[config.mk]
export PLATFORM = sky130hd
export DESIGN_NAME = triple_port_fifo_flags
export DESIGN_NICKNAME = d
export VERILOG_FILES = /design/src/hdl/tpf_pkg.sv /design/src/hdl/port_edge.sv /design/src/hdl/queue_buffer.sv /design/src/hdl/triple_port_fifo_flags.sv
export VERILOG_INCLUDE_DIRS = /design/src /design/src/hdl
export SDC_FILE = /design/constraint.sdc
export NUM_CORES = 1
export LEC_CHECK = 0
export BUFFER_PORTS_ARGS = -buffer_cell sky130_fd_sc_hd__buf_4
export CORE_MARGIN = 2
export CORE_UTILIZATION = 50
export CTS_BUF_LIST = sky130_fd_sc_hd__clkbuf_16
export CTS_CLUSTER_DIAMETER = 80
export DETAILED_ROUTE_END_ITERATION = 6
export GPL_TIMING_DRIVEN = 0
export PLACE_DENSITY = 0.71
export REMOVE_ABC_BUFFERS = 1
export SLEW_MARGIN = 40
export SYNTH_ARGS = -nofsm -noshare
export SYNTH_HDL_FRONTEND = slang
export SYNTH_HIERARCHICAL = 1
export SYNTH_SLANG_ARGS = --single-unit
[constraint.sdc]
create_clock -name CLOCK -period 3.66 [get_ports CLOCK]
set_clock_uncertainty 0.15 [all_clocks]
set_input_delay 0.183 -clock CLOCK [delete_from_list [all_inputs] [get_ports CLOCK]]
set_output_delay 0.183 -clock CLOCK [all_outputs]
set_load 0.01 [all_outputs]
[src/hdl/tpf_regs.svh]
// Purpose: shared constants of the triple port queue flag block
// Assumes: included by bare name, guard against double inclusion
// Notes:   every width, depth, offset and index lives here
`ifndef TPF_REGS_SVH
`define TPF_REGS_SVH

// ----------------------------------------------------------------
// data path widths
// ----------------------------------------------------------------
`define WORD_WIDTH          36
`define HALF_WIDTH          18
`define QUEUE_DEPTH         8
`define COUNT_WIDTH         4

// ----------------------------------------------------------------
// partial flag offsets, in queue words
// ----------------------------------------------------------------
`define ALMOST_EMPTY_OFFSET 4'h2
`define ALMOST_FULL_OFFSET  4'h2
`define DEPTH_COUNT         4'h8

// ----------------------------------------------------------------
// mode pin level and port clock indices
// ----------------------------------------------------------------
`define STANDARD_LEVEL      1'b1
`define PORT_COUNT          3
`define PORT_A_INDEX        0
`define PORT_B_INDEX        1
`define PORT_C_INDEX        2

`endif

[src/hdl/tpf_pkg.sv]
// Purpose: types shared by the triple port queue flag block
// Assumes: tpf_regs.svh supplies the widths
// Notes:   used only as tpf_pkg::name, never imported
`include "tpf_regs.svh"

package tpf_pkg;

	// ----------------------------------------------------------------
	// timing mode
	// ----------------------------------------------------------------
	typedef enum logic {
		MODE_STANDARD,
		MODE_FALL_THROUGH
	} timing_mode_t;

	// ----------------------------------------------------------------
	// port a request as sampled from the pins
	// ----------------------------------------------------------------
	typedef struct packed {
		logic                    select_n;
		logic                    enable;
		logic                    write;
		logic [`WORD_WIDTH-1:0]  data;
	} port_a_request_t;

	// ----------------------------------------------------------------
	// registered flag set of one port
	// ----------------------------------------------------------------
	typedef struct packed {
		logic status;
		logic partial_n;
	} port_flags_t;

endpackage : tpf_pkg

[src/hdl/port_edge.sv]
// Purpose: rising edge strobes of the sampled port clocks
// Assumes: port clock levels are synchronous to CLOCK
// Notes:   late strobe follows one cycle after the rise strobe
`timescale 1ns/1ns
`default_nettype none

module port_edge #(
	parameter int N = 3
) (
	// system
	input  wire logic         clock,
	input  wire logic         reset_n,
	// sampled port clock levels
	input  wire logic [N-1:0] level,
	// strobes
	output logic      [N-1:0] rise,
	output logic      [N-1:0] late
);

	logic [N-1:0] level_prev;

	// ----------------------------------------------------------------
	// one detector per port clock
	// ----------------------------------------------------------------
	genvar i;
	generate
		for (i = 0; i < N; i = i + 1) begin : g_edge
			// previous level and delayed strobe
			always_ff @(posedge clock or negedge reset_n) begin
				if (!reset_n) begin
					// held high so a port clock high at release is no edge
					level_prev[i] <= 1'b1;
					late[i]       <= 1'b0;
				end else begin
					level_prev[i] <= level[i];
					late[i]       <= rise[i];
				end
			end
			assign rise[i] = level[i] & ~level_prev[i];
		end
	endgenerate

endmodule : port_edge

`default_nettype wire

[src/hdl/queue_buffer.sv]
// Purpose: flip-flop queue with valid/ready on both sides
// Assumes: DEPTH is a power of two
// Notes:   count reports words held, full and empty are exact
`timescale 1ns/1ns
`default_nettype none

module queue_buffer #(
	parameter int WIDTH = 36,
	parameter int DEPTH = 8
) (
	// system
	input  wire logic                     clock,
	input  wire logic                     reset_n,
	// filling side
	input  wire logic                     in_valid,
	output logic                          in_ready,
	input  wire logic [WIDTH-1:0]         in_data,
	// draining side
	output logic                          out_valid,
	input  wire logic                     out_ready,
	output logic      [WIDTH-1:0]         out_data,
	// fill level
	output logic      [$clog2(DEPTH):0]   count
);

	localparam int AW = $clog2(DEPTH);

	logic [WIDTH-1:0] store [DEPTH];
	logic [AW:0]      wr_ptr;
	logic [AW:0]      rd_ptr;
	logic             push;
	logic             pop;

	// status from pointer difference, extra bit tells full from empty
	assign count     = wr_ptr - rd_ptr;
	assign in_ready  = (count != DEPTH[AW:0]);
	assign out_valid = (count != '0);
	assign push      = in_valid & in_ready;
	assign pop       = out_valid & out_ready;
	assign out_data  = store[rd_ptr[AW-1:0]];

	// pointers
	always_ff @(posedge clock or negedge reset_n) begin
		if (!reset_n) begin
			wr_ptr <= '0;
			rd_ptr <= '0;
		end else begin
			if (push) begin
				wr_ptr <= wr_ptr + 1'b1;
			end
			if (pop) begin
				rd_ptr <= rd_ptr + 1'b1;
			end
		end
	end

	// storage, no reset needed since out_valid guards it
	always_ff @(posedge clock) begin
		if (push) begin
			store[wr_ptr[AW-1:0]] <= in_data;
		end
	end

endmodule : queue_buffer

`default_nettype wire

[src/hdl/triple_port_fifo_flags.sv]
// Purpose: port control and status flags of a three port queue pair
// Assumes: every pin is synchronous to CLOCK, port clocks sampled
// Notes:   port clocks become strobes, one clock domain throughout
// Notes on behaviour
// - port b transfers timed by port b clock
// - port b flags change on port b rises
// - port c transfers timed by port c clock
// - port c flags change on port c rises
// - port a access needs select low
// - port a outputs float when deselected
// - port b read needs select low
// - port b outputs float when deselected
// - port a access needs enable high
// - standard mode: port a empty flag
// - fall through: port a output ready
// - port a empty flag on port a rises
// - standard mode: port b empty flag
// - fall through: port b output ready
// - standard mode: port a full flag
// - fall through: port a input ready
// - port a full flag on port a rises
// - standard mode: port c full flag
// - fall through: port c input ready
// - mode pin latched after reset release
// - almost empty low at offset or below
// - almost full low at offset or below
`timescale 1ns/1ns
`default_nettype none
`include "tpf_regs.svh"

module triple_port_fifo_flags (
	// system
	input  wire logic                    CLOCK,
	input  wire logic                    RESETN,
	// timing mode pin
	input  wire logic                    FALL_THROUGH_MODE_SELECT,
	// port a control
	input  wire logic                    PORT_A_CLOCK,
	input  wire logic                    PORT_A_SELECT_N,
	input  wire logic                    PORT_A_ENABLE,
	input  wire logic                    PORT_A_WRITE,
	// port a data pin as three signals
	input  wire logic [`WORD_WIDTH-1:0]  PORT_A_DATA_IN,
	output logic      [`WORD_WIDTH-1:0]  PORT_A_DATA_OUT,
	output logic                         PORT_A_DATA_OE,
	// port a flags
	output logic                         PORT_A_EMPTY_N_OR_READY,
	output logic                         PORT_A_FULL_N_OR_READY,
	// port b control
	input  wire logic                    PORT_B_CLOCK,
	input  wire logic                    PORT_B_SELECT_N,
	input  wire logic                    PORT_B_READ_ENABLE,
	// port b data
	output logic      [`HALF_WIDTH-1:0]  PORT_B_DATA_OUT,
	output logic                         PORT_B_DATA_OE,
	// port b flags
	output logic                         PORT_B_EMPTY_N_OR_READY,
	output logic                         PORT_B_ALMOST_EMPTY_N,
	// port c control and data
	input  wire logic                    PORT_C_CLOCK,
	input  wire logic                    PORT_C_WRITE_ENABLE,
	input  wire logic [`HALF_WIDTH-1:0]  PORT_C_DATA,
	// port c flags
	output logic                         PORT_C_FULL_N_OR_READY,
	output logic                         PORT_C_ALMOST_FULL_N
);

	// ----------------------------------------------------------------
	// reset release
	// ----------------------------------------------------------------

	logic reset_meta;
	logic reset_n;

	// two stage release, assertion stays asynchronous
	always_ff @(posedge CLOCK or negedge RESETN) begin
		if (!RESETN) begin
			reset_meta <= 1'b0;
			reset_n    <= 1'b0;
		end else begin
			reset_meta <= 1'b1;
			reset_n    <= reset_meta;
		end
	end

	// ----------------------------------------------------------------
	// timing mode
	// ----------------------------------------------------------------

	tpf_pkg::timing_mode_t mode;
	logic                  mode_taken;
	logic                  fall_through;

	// mode pin capture
	// caught once after release; later changes of the pin are ignored
	always_ff @(posedge CLOCK or negedge reset_n) begin
		if (!reset_n) begin
			mode       <= tpf_pkg::MODE_STANDARD;
			mode_taken <= 1'b0;
		end else if (!mode_taken) begin
			mode_taken <= 1'b1;
			if (FALL_THROUGH_MODE_SELECT == `STANDARD_LEVEL) begin
				mode <= tpf_pkg::MODE_STANDARD;
			end else begin
				mode <= tpf_pkg::MODE_FALL_THROUGH;
			end
		end
	end

	assign fall_through = (mode == tpf_pkg::MODE_FALL_THROUGH);

	// ----------------------------------------------------------------
	// port clock strobes
	// ----------------------------------------------------------------

	logic [`PORT_COUNT-1:0] port_level;
	logic [`PORT_COUNT-1:0] port_rise;
	logic [`PORT_COUNT-1:0] port_late;
	logic                   a_rise;
	logic                   b_rise;
	logic                   c_rise;
	logic                   a_late;
	logic                   b_late;
	logic                   c_late;

	assign port_level[`PORT_A_INDEX] = PORT_A_CLOCK;
	assign port_level[`PORT_B_INDEX] = PORT_B_CLOCK;
	assign port_level[`PORT_C_INDEX] = PORT_C_CLOCK;

	port_edge #(
		.N       (`PORT_COUNT)
	) u_edge (
		.clock   (CLOCK),
		.reset_n (reset_n),
		.level   (port_level),
		.rise    (port_rise),
		.late    (port_late)
	);

	assign a_rise = port_rise[`PORT_A_INDEX];
	assign b_rise = port_rise[`PORT_B_INDEX];
	assign c_rise = port_rise[`PORT_C_INDEX];
	assign a_late = port_late[`PORT_A_INDEX];
	assign b_late = port_late[`PORT_B_INDEX];
	assign c_late = port_late[`PORT_C_INDEX];

	// ----------------------------------------------------------------
	// queues
	// ----------------------------------------------------------------

	logic                    ab_in_valid;
	logic                    ab_in_ready;
	logic                    ab_out_valid;
	logic                    ab_out_ready;
	logic [`WORD_WIDTH-1:0]  ab_out_data;
	logic [`COUNT_WIDTH-1:0] ab_count;
	logic                    ca_in_valid;
	logic                    ca_in_ready;
	logic [`WORD_WIDTH-1:0]  ca_in_data;
	logic                    ca_out_valid;
	logic                    ca_out_ready;
	logic [`WORD_WIDTH-1:0]  ca_out_data;
	logic [`COUNT_WIDTH-1:0] ca_count;

	// a_to_b_queue: port a writes, port b reads
	queue_buffer #(
		.WIDTH     (`WORD_WIDTH),
		.DEPTH     (`QUEUE_DEPTH)
	) u_a_to_b_queue (
		.clock     (CLOCK),
		.reset_n   (reset_n),
		.in_valid  (ab_in_valid),
		.in_ready  (ab_in_ready),
		.in_data   (PORT_A_DATA_IN),
		.out_valid (ab_out_valid),
		.out_ready (ab_out_ready),
		.out_data  (ab_out_data),
		.count     (ab_count)
	);

	// c_to_a_queue: port c writes, port a reads
	queue_buffer #(
		.WIDTH     (`WORD_WIDTH),
		.DEPTH     (`QUEUE_DEPTH)
	) u_c_to_a_queue (
		.clock     (CLOCK),
		.reset_n   (reset_n),
		.in_valid  (ca_in_valid),
		.in_ready  (ca_in_ready),
		.in_data   (ca_in_data),
		.out_valid (ca_out_valid),
		.out_ready (ca_out_ready),
		.out_data  (ca_out_data),
		.count     (ca_count)
	);

	// ----------------------------------------------------------------
	// port a
	// ----------------------------------------------------------------

	tpf_pkg::port_a_request_t a_req;
	tpf_pkg::port_flags_t     a_flags;
	logic                     a_access;
	logic                     a_read;
	logic [`WORD_WIDTH-1:0]   a_word;
	logic                     a_word_valid;
	logic                     a_fetch;

	assign a_req = '{select_n: PORT_A_SELECT_N, enable: PORT_A_ENABLE,
		write: PORT_A_WRITE, data: PORT_A_DATA_IN};

	assign a_access = a_rise & ~a_req.select_n & a_req.enable;

	// write into a_to_b_queue; a full queue refuses it silently
	assign ab_in_valid = a_access & a_req.write;

	// standard reads need a word queued, fall through needs one shown
	assign a_read = a_access & ~a_req.write &
		(fall_through ? a_word_valid : ca_out_valid);

	// prefetch only on port a rises
	assign a_fetch = fall_through ?
		(a_rise & (~a_word_valid | a_read) & ca_out_valid) : a_read;
	assign ca_out_ready = a_fetch;

	// output word register
	always_ff @(posedge CLOCK or negedge reset_n) begin
		if (!reset_n) begin
			a_word       <= '0;
			a_word_valid <= 1'b0;
		end else if (a_fetch) begin
			a_word       <= ca_out_data;
			a_word_valid <= 1'b1;
		end else if (a_read) begin
			a_word_valid <= 1'b0;
		end
	end

	// flags follow the port a rise
	// sampled a cycle late so the access of that rise is counted
	always_ff @(posedge CLOCK or negedge reset_n) begin
		if (!reset_n) begin
			a_flags <= '0;
		end else if (a_late) begin
			a_flags.status    <= fall_through ? a_word_valid : ca_out_valid;
			a_flags.partial_n <= ab_in_ready;
		end
	end

	assign PORT_A_DATA_OUT         = a_word;
	assign PORT_A_EMPTY_N_OR_READY = a_flags.status;
	assign PORT_A_FULL_N_OR_READY  = a_flags.partial_n;
	assign PORT_A_DATA_OE          = ~a_req.select_n & ~a_req.write;

	// ----------------------------------------------------------------
	// port b, two half words per queue word, low half first
	// ----------------------------------------------------------------

	tpf_pkg::port_flags_t   b_flags;
	logic                   b_access;
	logic [`WORD_WIDTH-1:0] b_word;
	logic                   b_valid;
	logic                   b_half;
	logic [`HALF_WIDTH-1:0] b_data;
	logic                   b_fetch;
	logic                   b_advance;

	// read gate on port b rise
	assign b_access = b_rise & ~PORT_B_SELECT_N & PORT_B_READ_ENABLE;

	// a read on the high half, or an empty stage, needs a new word
	assign b_advance = fall_through ?
		(b_rise & (~b_valid | (b_access & b_half))) :
		(b_access & ~b_half);
	assign b_fetch      = b_advance & ab_out_valid;
	assign ab_out_ready = b_fetch;

	// half word stage
	always_ff @(posedge CLOCK or negedge reset_n) begin
		if (!reset_n) begin
			b_word  <= '0;
			b_valid <= 1'b0;
			b_half  <= 1'b0;
			b_data  <= '0;
		end else if (b_fetch) begin
			b_word  <= ab_out_data;
			b_valid <= 1'b1;
			b_half  <= ~fall_through;
			b_data  <= ab_out_data[`HALF_WIDTH-1:0];
		end else if (b_advance) begin
			b_valid <= 1'b0;
			b_half  <= 1'b0;
		end else if (b_access & (b_valid | b_half)) begin
			b_half  <= ~b_half;
			// the low half went out on fetch, so this read shows the upper one
			b_data  <= b_word[`WORD_WIDTH-1:`HALF_WIDTH];
			b_valid <= fall_through ? 1'b1 : 1'b0;
		end
	end

	// flags follow the port b rise
	always_ff @(posedge CLOCK or negedge reset_n) begin
		if (!reset_n) begin
			b_flags <= '0;
		end else if (b_late) begin
			b_flags.status    <= fall_through ? b_valid :
				(b_half | ab_out_valid);
			b_flags.partial_n <= (ab_count > `ALMOST_EMPTY_OFFSET);
		end
	end

	assign PORT_B_DATA_OUT         = b_data;
	assign PORT_B_EMPTY_N_OR_READY = b_flags.status;
	assign PORT_B_ALMOST_EMPTY_N   = b_flags.partial_n;
	assign PORT_B_DATA_OE          = ~PORT_B_SELECT_N;

	// ----------------------------------------------------------------
	// port c, two half words build one queue word, low half first
	// ----------------------------------------------------------------

	tpf_pkg::port_flags_t    c_flags;
	logic                    c_access;
	logic                    c_half;
	logic [`HALF_WIDTH-1:0]  c_low;
	logic [`COUNT_WIDTH-1:0] ca_free;

	// write gate on port c rise, refused while full
	assign c_access    = c_rise & PORT_C_WRITE_ENABLE & ca_in_ready;
	assign ca_in_valid = c_access & c_half;
	assign ca_in_data  = {PORT_C_DATA, c_low};
	assign ca_free     = `DEPTH_COUNT - ca_count;

	// low half holding register
	always_ff @(posedge CLOCK or negedge reset_n) begin
		if (!reset_n) begin
			c_half <= 1'b0;
			c_low  <= '0;
		end else if (c_access) begin
			c_half <= ~c_half;
			if (!c_half) begin
				c_low <= PORT_C_DATA;
			end
		end
	end

	// flags follow the port c rise
	always_ff @(posedge CLOCK or negedge reset_n) begin
		if (!reset_n) begin
			c_flags <= '0;
		end else if (c_late) begin
			c_flags.status    <= ca_in_ready;
			c_flags.partial_n <= (ca_free > `ALMOST_FULL_OFFSET);
		end
	end

	assign PORT_C_FULL_N_OR_READY = c_flags.status;
	assign PORT_C_ALMOST_FULL_N   = c_flags.partial_n;

endmodule : triple_port_fifo_flags

`default_nettype wire

==> impl_metrics.toml <==
[status]
status = "finished clean"

[placed_design]
dp_slack_ns = -1.386
hpwlAfterDp_mm = 36.92
dpl-instance-area_mm2 = 0.03036
port_buffers = 127
gp_congestion = 0.7153

[clocking]
cts_buffers = 73
clkTransAtPathRegs_ns = 0.06
cts_tree = "yes"
cts_buffer_depth = 3
clkLatencyLatePin_ns = 0.60
clockRootBuffer = "clkbuf_16"
clock-sinks = 702
htreeDepth = 3

[synth]
synth_top_area_frac = 0.6301
yosysUniqueCellTypes = 62
synth_commonest_cells = "576 x edfxtp_1, 234 x nand2_1, 144 x mux4_2, 123 x dfrtp_1, 65 x mux2_2"
ys_ff_latch = 702
syn_area_mm2 = 0.02745
synth_ff_type = "edfxtp_1"
yosysSeqAreaShare = 0.7450
yosys-top-cells-area = "edfxtp_1 63%, mux4_2 12%, dfrtp_1 11%"
synth.avg_cell_area_um2 = 19.08
yosysMostFrequentCell = "edfxtp_1"
yosysTopAreaCell = "edfxtp_1"
yosys_warnings = 6
synthArstFlopShare = 0.1795
syn_inst = 1439
synth-edff-count = 576

[layout]
multi_input_area_mm2 = 0.006835
fillers = 3677
final_area_mm2 = 0.03391
nNetsFinal = 1886
final-seq-area_mm2 = 0.02048
drive_gt1_frac = 0.3655
syn2layout_area_growth_pct = 23.53

[global_routing]
grt_pass1_wl_mm = 90.34
grt_usage = 0.2124
grt_max_degree = 34
antenna_found_initial = 2
overflow = 0
grt_pass1_vias = 15359

[worst_setup_path]
path_max_fanout = 13
end_kind = "register"
arrival_ns = 3.76
r2r-start = "u_c_to_a_queue/rd_ptr[2]"
r2r-end = "u_c_to_a_queue/store[1][5]"
rr_worst_depth = 16
r2r_slack_ns = 0.07
worstSetupPathType = "register to register"
crit_path_start_kind = "register"
required_ns = 3.82

[hold_path]
hp-class = "register to asynchronous set/reset pin"

[routing]
vias = 14295
wl_per_cell_um = 22.88
drt_iter0_markers = 1038
route.detailed.drc = 0
drtPass1Iterations = 5
ant_nets = 0
vias_per_cell = 5.582
drt_wl_total_mm = 58.59

[sta]
timing.final.crit_share = 0.9822
finalMaxSlewViolations = 0
hold_viol = 0
worst_slack_ns = 0.06528
relSlewSlack = 0.4834
tightest_slew_ns = 0.7749
setup_violations = 0
hold_ws_ns = 0.01220
fmax_ghz = 0.2782
fin_crit_ns = 3.595

[die]
die_h_um = 238.3
die-area_mm2 = 0.05680
io_pins = 128
die_w_um = 238.3
initial_utilization = 0.5081
coreArea_mm2 = 0.05403
rows = 85

[power]
power_leakage_uw = 0.01245
powerDensity_mw_per_mm2 = 729.3
ir_drop_mv = 0.4748

[flow_run]
drv_cap = 0
-- report_power, final --
part	leakage (uW)	internal (uW)	switching, uW
logic	0.00455	3680	3400
registers	0.00669	9630	854
clock network	0.00122	4190	2980
-- worst max-delay path by stage --
stage / slack (ns) / endpoint / startpoint / cells after the start
after floorplan: -5.27 / u_c_to_a_queue/store[0][0] / u_c_to_a_queue/rd_ptr[0] / 11
after global placement: -10.71 / u_c_to_a_queue/store[0][5] / u_c_to_a_queue/rd_ptr[0] / 11
after detailed placement: -1.39 / u_c_to_a_queue/store[1][5] / u_c_to_a_queue/rd_ptr[0] / 17
after CTS: 0.01 / u_a_to_b_queue/store[4][6] / u_a_to_b_queue/rd_ptr[2] / 13
after global routing: -0.05 / u_c_to_a_queue/store[0][5] / u_c_to_a_queue/rd_ptr[2] / 16
final: 0.07 / u_c_to_a_queue/store[1][5] / u_c_to_a_queue/rd_ptr[2] / 16
-- what timing repair did --
item | in CTS | in global routing
pin swaps | 9 | 5
hold buffers | 68 | 0
setup endpoints to repair | 470 | 102
endpoints found under the hold margin | 469 | 0
gates resized for setup | 35 | 11
cloned | 3 | 1
buffers inserted | 22 | 5
-- sequential cells by signal (all words and copies together) (netlist names), 3 cells and up --
register and flops:
u_edge/late 3, u_c_to_a_queue/wr_ptr 4, PORT_A_DATA_OUT 36, u_c_to_a_queue/rd_ptr 4, c_low 18, u_a_to_b_queue/store 288
b_word 18, u_a_to_b_queue/rd_ptr 4, u_edge/level_prev 3, u_c_to_a_queue/store 288, PORT_B_DATA_OUT 18, u_a_to_b_queue/wr_ptr 4
-- area by class of cell --
| cell class | instances | share of cell area |
|---|---|---|
| clock buffer | 76 | 0.05608 |
| sequential | 702 | 0.6040 |
| timing repair buffer | 358 | 0.09637 |
| antenna | 2 | 0.0001476 |
| inverter | 24 | 0.003394 |
| multi-input combinational | 647 | 0.2016 |
| clock inverter | 56 | 0.01277 |
| tap | 696 | 0.02568 |
-- per-stage QoR --
step | power, uW | setup TNS (ns) | utilization | std cells
after floorplan | 14940 | -2615.12 | - | 1373
after global placement | 16810 | -5594.16 | 0.5357 | 2196
after detailed placement | 17190 | -207.74 | 0.5619 | 2332
after CTS | 24900 | 0 | 0.6255 | 2555
after global routing | 25910 | -0.3575 | 0.6277 | 2561
final | 24730 | 0 | 0.6277 | 2561
-- layout by cell type, fill, tap and decap left out, types with 12 or more instances in the layout --
| cell | synthesis | final |
|---|---|---|
| edfxtp_1 | 576 | 576 |
| xnor2_1 | 12 | 12 |
| clkbuf_16 | 0 | 77 |
| inv_1 | 22 | 38 |
| buf_4 | 9 | 191 |
| mux4_2 | 144 | 144 |
| dfrtp_1 | 123 | 113 |
| mux2_2 | 65 | 65 |
| o2bb2ai_1 | 18 | 18 |
| mux2i_1 | 21 | 21 |
| buf_12 | 1 | 19 |
| and2_1 | 18 | 18 |
| clkinv_2 | 0 | 13 |
| buf_2 | 15 | 56 |
| nand2_1 | 234 | 233 |
| dlygate4sd3_1 | 0 | 68 |
-- layer usage --
layer,wire length (um),track usage
met1,22940,0.2659
met2,31070,0.3772
met3,3104,0.04211
met4,1477,0.06136
met5,0,0
-- critical path, stage by stage, from the launching register on --
cell      delay (ns)
dfrtp_4         0.55
inv_12          0.08
buf_16          0.15
ha_4            0.23
a21oi_2         0.22
a21oi_2         0.14
nor2_4          0.18
nor2_4          0.07
inv_4           0.09
nand3_2         0.14
nor2_4          0.18
nand2b_4        0.10
nor4_4          0.33
buf_6           0.20
buf_4           0.16
buf_4           0.17
buf_4           0.16
-- logic make-up after synthesis --
group,after synthesis,share of synthesized area
simple gates,323,0.05374
xor+xnor,16,0.005104
mux,243,0.1593
compound gates,49,0.01404
other cells,1,0.0001366
fa+ha+maj,14,0.006928
flops,702,0.7450
buf+inv,91,0.01572
Power figures use the tool's default switching activity.
